===== config.mk =====
export PLATFORM = sky130hd
export DESIGN_NAME = dct_counter_timer
export DESIGN_NICKNAME = d
export VERILOG_FILES = /design/src/dct_pkg.sv /design/src/dct_counter_timer.sv
export VERILOG_INCLUDE_DIRS = /design/src
export SDC_FILE = /design/constraint.sdc
export NUM_CORES = 1
export LEC_CHECK = 0
export BUFFER_PORTS_ARGS = -buffer_cell sky130_fd_sc_hd__buf_4
export CAP_MARGIN = 20
export CORE_ASPECT_RATIO = 2
export CORE_MARGIN = 8
export CORE_UTILIZATION = 55
export CTS_CLUSTER_SIZE = 28
export DETAILED_ROUTE_END_ITERATION = 12
export GPL_TIMING_DRIVEN = 1
export PLACE_DENSITY_LB_ADDON = 0.1
export SETUP_SLACK_MARGIN = 0.02
export SYNTH_ARGS = -nofsm -noshare
export SYNTH_HDL_FRONTEND = slang
export SYNTH_SLANG_ARGS = --single-unit
export TNS_END_PERCENT = 1

===== constraint.sdc =====
create_clock -name clock -period 6.6 [get_ports clock]
set_input_delay 0.33 -clock clock [delete_from_list [all_inputs] [get_ports clock]]
set_output_delay 0.33 -clock clock [all_outputs]
set_load 0.1 [all_outputs]

===== src/dct_params.svh =====
`ifndef DCT_PARAMS_SVH
`define DCT_PARAMS_SVH

// Bank that holds the counter/timer registers
`define DCT_BANK_D        4'hd

// Register offsets inside bank D
`define DCT_OFS_SCTRL     4'h0
`define DCT_OFS_LMODE     4'h1
`define DCT_OFS_LCTRL     4'h2
`define DCT_OFS_SLOW      4'h4
`define DCT_OFS_SHIGH     4'h5
`define DCT_OFS_LLOW      4'h6
`define DCT_OFS_LHIGH     4'h7
`define DCT_OFS_CAPL      4'h8
`define DCT_OFS_CAPH      4'h9

// Bit positions of the control registers; both share all but DCT_B_PINSEL, which only the long one holds
`define DCT_B_RUN         7
`define DCT_B_SINGLE      6
`define DCT_B_TIMEOUT     5
`define DCT_B_PRE_HI      4
`define DCT_B_PRE_LO      3
`define DCT_B_CAPMASK     2
`define DCT_B_TOMASK      1
`define DCT_B_PINSEL      0

// Bit positions of the long counter mode register
`define DCT_B_INITLVL     0
`define DCT_B_DEMOD       1
`define DCT_B_FIRSTONLY   2
`define DCT_B_CAPFLAG     7

// Reset values and register masks
`define DCT_RST_CTRL      8'h00
`define DCT_RST_DATA      8'h00
`define DCT_CTRL_RD_MASK  8'hfe
`define DCT_LMODE_MASK    8'h87

`endif


===== src/dct_pkg.sv =====
package dct_pkg;

	typedef enum logic [1:0] {
		DCT_DIV1 = 2'b00,
		DCT_DIV2 = 2'b01,
		DCT_DIV4 = 2'b10,
		DCT_DIV8 = 2'b11
	} dct_presc_t;

	typedef struct packed {
		logic       wr;
		logic       rd;
		logic [3:0] bank;
		logic [3:0] addr;
		logic [7:0] wdata;
	} dct_req_t;

	typedef struct packed {
		logic [7:0]  s_ctrl;
		logic [7:0]  s_low;
		logic [7:0]  s_high;
		logic [7:0]  s_cnt;
		logic [7:0]  l_ctrl;
		logic [7:0]  l_mode;
		logic [7:0]  l_low;
		logic [7:0]  l_high;
		logic [15:0] l_cnt;
		logic [15:0] l_cap;
		logic        l_out;
		logic        l_seen;
		logic [2:0]  pre;
		logic [2:0]  sync;
		logic [7:0]  rdata;
		logic        pin;
		logic        s_to_irq;
		logic        s_cap_irq;
		logic        l_to_irq;
		logic        l_cap_irq;
	} dct_state_t;

endpackage


===== src/dct_counter_timer.sv =====
`include "dct_params.svh"

module dct_counter_timer
	import dct_pkg::*;
(
	input  wire logic     clock,
	input  wire logic     rst,
	input  wire dct_req_t req,
	input  wire logic     demod_in,
	input  wire logic     port_data_bit,
	input  wire logic     short_capture_event,
	output logic [7:0]    rdata,
	output logic          port3_bit5_pin,
	output logic          short_timeout_irq,
	output logic          short_capture_irq,
	output logic          long_timeout_irq,
	output logic          long_capture_irq
);

	dct_state_t q;
	dct_state_t d;

	logic       hit_wr;
	logic       hit_rd;
	logic       s_tick;
	logic       l_tick;
	logic       edge_seen;
	logic       s_start;
	logic       l_start;
	logic       l_load_cap;
	logic [7:0] rd_mux;

	function automatic logic presc_tick(input logic [1:0] sel, input logic [2:0] cnt);
		logic t;
		t = 1'b0;
		case (dct_presc_t'(sel))
			DCT_DIV1: t = 1'b1;
			DCT_DIV2: t = cnt[0];
			DCT_DIV4: t = &cnt[1:0];
			DCT_DIV8: t = &cnt;
			default:  t = 1'b0;
		endcase
		return t;
	endfunction

	// bank select
	// The processor only reaches us while the pointer names bank D
	assign hit_wr = req.wr && (req.bank == `DCT_BANK_D);
	assign hit_rd = req.rd && (req.bank == `DCT_BANK_D);

	assign s_tick = presc_tick(q.s_ctrl[`DCT_B_PRE_HI:`DCT_B_PRE_LO], q.pre);
	assign l_tick = presc_tick(q.l_ctrl[`DCT_B_PRE_HI:`DCT_B_PRE_LO], q.pre);

	// Edge detector reads only the second and third sync stages
	assign edge_seen = q.sync[1] ^ q.sync[2];

	assign s_start = hit_wr && (req.addr == `DCT_OFS_SCTRL)
		&& req.wdata[`DCT_B_RUN] && !q.s_ctrl[`DCT_B_RUN];
	assign l_start = hit_wr && (req.addr == `DCT_OFS_LCTRL)
		&& req.wdata[`DCT_B_RUN] && !q.l_ctrl[`DCT_B_RUN];

	assign l_load_cap = q.l_ctrl[`DCT_B_RUN] && q.l_mode[`DCT_B_DEMOD] && edge_seen
		&& !(q.l_mode[`DCT_B_FIRSTONLY] && q.l_seen);

	always_comb begin
		rd_mux = 8'h00;
		case (req.addr)
			`DCT_OFS_SCTRL: rd_mux = q.s_ctrl & `DCT_CTRL_RD_MASK;
			`DCT_OFS_LMODE: rd_mux = q.l_mode;
			`DCT_OFS_LCTRL: rd_mux = q.l_ctrl;
			`DCT_OFS_SLOW:  rd_mux = q.s_low;
			`DCT_OFS_SHIGH: rd_mux = q.s_high;
			`DCT_OFS_LLOW:  rd_mux = q.l_low;
			`DCT_OFS_LHIGH: rd_mux = q.l_high;
			`DCT_OFS_CAPL:  rd_mux = q.l_cap[7:0];
			`DCT_OFS_CAPH:  rd_mux = q.l_cap[15:8];
			default:        rd_mux = 8'h00;
		endcase
	end

	always_comb begin
		d = q;
		d.s_to_irq  = 1'b0;
		d.s_cap_irq = 1'b0;
		d.l_to_irq  = 1'b0;
		d.l_cap_irq = 1'b0;
		d.pre  = q.pre + 3'h1;
		d.sync = {q.sync[1:0], demod_in};
		if (hit_rd) begin
			d.rdata = rd_mux;
		end

		// Register writes; flags are write-one-to-clear and set later wins
		if (hit_wr) begin
			case (req.addr)
				`DCT_OFS_SCTRL: begin
					d.s_ctrl = {req.wdata[7:6],
						q.s_ctrl[`DCT_B_TIMEOUT] & ~req.wdata[`DCT_B_TIMEOUT],
						req.wdata[4:1], 1'b0};
				end
				`DCT_OFS_LCTRL: begin
					d.l_ctrl = {req.wdata[7:6],
						q.l_ctrl[`DCT_B_TIMEOUT] & ~req.wdata[`DCT_B_TIMEOUT],
						req.wdata[4:0]};
				end
				`DCT_OFS_LMODE: begin
					d.l_mode = (req.wdata & 8'h07)
						| {q.l_mode[`DCT_B_CAPFLAG] & ~req.wdata[`DCT_B_CAPFLAG], 7'h00};
				end
				`DCT_OFS_SLOW:  d.s_low = req.wdata;
				`DCT_OFS_SHIGH: d.s_high = req.wdata;
				`DCT_OFS_LLOW:  d.l_low = req.wdata;
				`DCT_OFS_LHIGH: d.l_high = req.wdata;
				default: begin
				end
			endcase
		end

		// Short counter
		if (s_start) begin
			d.s_cnt = q.s_low;
		end else if (q.s_ctrl[`DCT_B_RUN] && s_tick) begin
			if (q.s_cnt == 8'h00) begin
				d.s_ctrl[`DCT_B_TIMEOUT] = 1'b1;
				d.s_to_irq = q.s_ctrl[`DCT_B_TOMASK];
				if (q.s_ctrl[`DCT_B_SINGLE]) begin
					d.s_ctrl[`DCT_B_RUN] = 1'b0;
				end else begin
					d.s_cnt = q.s_low;
				end
			end else begin
				d.s_cnt = q.s_cnt - 8'h01;
			end
		end

		d.s_cap_irq = short_capture_event && q.s_ctrl[`DCT_B_CAPMASK];

		// Long counter
		if (l_start) begin
			d.l_cnt  = {q.l_high, q.l_low};
			d.l_out  = q.l_mode[`DCT_B_INITLVL];
			d.l_seen = 1'b0;
		end else if (l_load_cap) begin
			d.l_cap  = q.l_cnt;
			d.l_cnt  = {q.l_high, q.l_low};
			d.l_seen = 1'b1;
			d.l_mode[`DCT_B_CAPFLAG] = 1'b1;
			d.l_cap_irq = q.l_ctrl[`DCT_B_CAPMASK];
		end else if (q.l_ctrl[`DCT_B_RUN] && l_tick) begin
			if (q.l_cnt == 16'h0000) begin
				d.l_ctrl[`DCT_B_TIMEOUT] = 1'b1;
				d.l_out = ~q.l_out;
				d.l_to_irq = q.l_ctrl[`DCT_B_TOMASK];
				if (q.l_ctrl[`DCT_B_SINGLE]) begin
					d.l_ctrl[`DCT_B_RUN] = 1'b0;
				end else begin
					d.l_cnt = {q.l_high, q.l_low};
				end
			end else begin
				d.l_cnt = q.l_cnt - 16'h0001;
			end
		end else if (!q.l_ctrl[`DCT_B_RUN]) begin
			// Idle level is the complement of the start level
			d.l_out = ~q.l_mode[`DCT_B_INITLVL];
		end

		d.pin = q.l_ctrl[`DCT_B_PINSEL] ? d.l_out : port_data_bit;
	end

	always_ff @(posedge clock or posedge rst) begin
		if (rst) begin
			q <= '0;
		end else begin
			q <= d;
		end
	end

	assign rdata             = q.rdata;
	assign port3_bit5_pin    = q.pin;
	assign short_timeout_irq = q.s_to_irq;
	assign short_capture_irq = q.s_cap_irq;
	assign long_timeout_irq  = q.l_to_irq;
	assign long_capture_irq  = q.l_cap_irq;
endmodule


==> flow_metrics.env <==
export IMPL_r2r_start="q[16]$_DFF_PP0_"
export IMPL_worstPathArrival_ns=3.17
export IMPL_share_seq_of_total_power=0.480
export IMPL_cp_slowest_cell="o221ai_1"
export IMPL_avgViaCountPerCell=6.50
export IMPL_routed_wirelength_um=17200
export IMPL_post_cts_repair_setup_buffers=0
export IMPL_irDropWorstVdd_v=0.000249
export IMPL_pin_count=36
export IMPL_die_h_um=161
export IMPL_p_leak_uw=0.00298
export IMPL_cts_buffer_depth=2
export IMPL_fin_crit_sh=0.437
export IMPL_crit_required_ns=6.89
export IMPL_synth_ff_type="dfrtp_1"
export IMPL_synth_edf_count=0
export IMPL_critPathMaxStageDelay_ns=0.63
export IMPL_final_layout_size_suffix_gt1_frac=0.220
export IMPL_synth_ff_latch_count=112
export IMPL_critPathMostFrequentCell="ha_1"
export IMPL_status="complete, no violations"
export IMPL_routabilityCongestion=0.973
export IMPL_synth_cell_area_mm2=0.00581
export IMPL_p_per_area_mw_per_mm2=308
export IMPL_layout_commonest_cell="dfrtp_1"
export IMPL_p_sw_uw=655
export IMPL_syn_num_nets=570
export IMPL_place_inst=681
export IMPL_final_cell_area_mm2=0.00644
export IMPL_die_x_um=88.7
export IMPL_drc_errors=0
export IMPL_core_area_mm2=0.0104
export IMPL_finalMaxSlewViolations=0
export IMPL_grt_util_all_layers=0.258
export IMPL_dr_total_vias=4553
export IMPL_swShare=0.330
export IMPL_synthArstFlopShare=1.00
export IMPL_hold_viol_final=0
export IMPL_numCtsBuffers=9
export IMPL_drtAntennaViolNets=0
export IMPL_yosysSeqAreaShare=0.482
export IMPL_cts_root_buf="clkbuf_16"
export IMPL_antenna_found_initial=0
export IMPL_pwr_share_comb=0.218
export IMPL_port_buffers=35
export IMPL_critical_path_endpoint="q[91]$_DFFE_PP0P_"
export IMPL_setup_violations_final=0
export IMPL_fin_skew_ns=0.00881
export IMPL_r2r_slack_ns=3.72
export IMPL_path_max_fanout=9
export IMPL_p_clk_frac=0.302
export IMPL_critPathCaptureType="flop"
export IMPL_startpoint="q[16]$_DFF_PP0_"
export IMPL_postSynthCellCount=541
export IMPL_nets=587
export IMPL_cts_hold_buf=1
export IMPL_min_period_ns=2.88
export IMPL_max_cap_viol_count=0
export IMPL_tightestPinTransition_ns=0.817
export IMPL_cts_tree="done"
export IMPL_crit_chain="ha_1 -> ha_1 -> mux2_2 -> o221ai_1 -> nor2_1 -> a21oi_1 -> o32a_1"
export IMPL_start_kind="flop"
export IMPL_criticalPathCategory="reg2reg"
export IMPL_area_growth_pct=10.7
export IMPL_rr_worst_depth=7
export IMPL_internal_power_uw=1330
export IMPL_fp_dieArea_mm2=0.0143
export IMPL_dp_hpwl_um=13300
export IMPL_rows=53
export IMPL_start_util=0.558
export IMPL_synth_warnings=0
export IMPL_tns_ns=0
export IMPL_routedWlPerCell_um=24.6
export IMPL_hold_class="in2reg"
export IMPL_cp_buffers_inverters=0
export IMPL_preCtsSetupSlack_ns=3.76
export IMPL_drtIter0Drc=387
export IMPL_final_cells=700
export IMPL_grt_start_max_net_pins=81
export IMPL_fin_ws_ns=3.72
export IMPL_cp_num_cells=7
export IMPL_layout_common_cells="112 x dfrtp_1, 52 x mux2_2, 51 x nand2_1"
export IMPL_overflow=0
export IMPL_path_clk_slew_ns=0.08
export IMPL_rsz0062_at_grt="false"
export IMPL_fmax_mhz=347
export IMPL_clock_insertion_delay_worst_skew_ns=0.36
export IMPL_dr_pass1_iters=5
export IMPL_place_area_mm2=0.00606
export IMPL_grt_pass1_wl_um=27200
export IMPL_postSynthAreaPerCell_um2=10.7
export IMPL_regToRegEndpoint="q[91]$_DFFE_PP0P_"
export IMPL_htreeDepth=3
export IMPL_cp_top_family="compound AO/OA/AOI/OAI gates"
export IMPL_power_total_uw=1980
export IMPL_synth_cell_type_count=71
export IMPL_cts_resized=0
export IMPL_clock_sinks=112
export IMPL_grt_pass1_vias=4707
export IMPL_relSlewSlack=0.454
export IMPL_antenna_cells=0
[worst min path at each step]
stage | startpoint | end | slack [ns] | cells past startpoint
global placement | d[14]$_DFF_PP0_ | d[15]$_DFF_PP0_ | 0.33 | 0
floorplan | d[14]$_DFF_PP0_ | d[15]$_DFF_PP0_ | 0.33 | 0
CTS | demod_in | d[14]$_DFF_PP0_ | 0.07 | 1
global route | demod_in | d[14]$_DFF_PP0_ | 0.06 | 1
finish | demod_in | d[14]$_DFF_PP0_ | 0.07 | 1
detailed placement | d[14]$_DFF_PP0_ | d[15]$_DFF_PP0_ | 0.34 | 0
[cell usage after synthesis, types with 5 or more instances]
library cell	count	area, um2
mux2i_1	16	160
a32oi_1	6	52.6
a22oi_1	12	90.1
a22o_1	8	70.1
o211ai_1	7	52.6
a221o_1	5	50.1
clkbuf_1	17	63.8
nand2_1	51	191
nor2_1	27	101
and2_1	7	43.8
buf_4	8	60.1
or4_1	6	45.0
nor4_1	5	31.3
nand3_1	12	60.1
and3_1	5	31.3
nor2b_1	7	43.8
nor3b_1	5	37.5
dfrtp_1	112	2800
o21ai_0	22	110
nor3_1	15	75.1
a21oi_1	10	50.1
mux2_2	52	586
ha_1	6	75.1
inv_1	24	90.1
a31oi_1	7	43.8
[state kept, by name, indices dropped and copies added (netlist names)]
register / flops
d: 2
long_capture_irq: 1
long_timeout_irq: 1
port3_bit5_pin: 1
q: 97
rdata: 8
short_capture_irq: 1
short_timeout_irq: 1
[metrics by stage]
step                       util  hold WS, ns
after floorplan               -        0.331
after global placement    0.582        0.332
after detailed placement  0.582        0.336
after CTS                 0.615       0.0675
after global routing      0.618       0.0639
final                     0.618       0.0745
[layout make-up]
type,instances,area (um2)
multi-input combinational,371,2720
fill,891,3980
clock inverter,6,98.8
inverter,24,92.6
sequential,112,2800
clock buffer,10,229
timing repair buffer,40,323
tap,137,171
[worst register-to-register path, cell delays in order (launching register included)]
cell	delay, ns
dfrtp_1	0.41
ha_1	0.25
ha_1	0.22
mux2_2	0.27
o221ai_1	0.63
nor2_1	0.26
a21oi_1	0.53
o32a_1	0.26
[cell families after synthesis]
kind of cell	after synthesis	share of synthesized area
adder cells (fa/ha/maj)	6	0.0129
multiplexers	71	0.140
buffers and inverters	58	0.0499
XOR/XNOR	1	0.00151
AO/OA/AOI/OAI	130	0.166
flip-flops	112	0.482
AND/OR/NAND/NOR	163	0.147
[power groups by stage]
| stage | clock (uW) | combinational [uW] | sequential [uW] |
|---|---|---|---|
| finish | 599 | 431 | 951 |
| global route | 634 | 478 | 964 |
| CTS | 609 | 429 | 947 |
| detailed placement | 0 | 424 | 961 |
| global placement | 0 | 416 | 959 |
| floorplan | 0 | 324 | 899 |
[per-layer routing]
layer,share of wire,track usage,vias up,wire [um]
li1,-,-,2041,-
met1,0.34,0.265,2276,5860
met2,0.55,0.458,171,9420
met3,0.037,0.0331,65,640
met4,0.077,0.182,0,1330
met5,0,0,-,0
(Power assumes the default switching activity.)
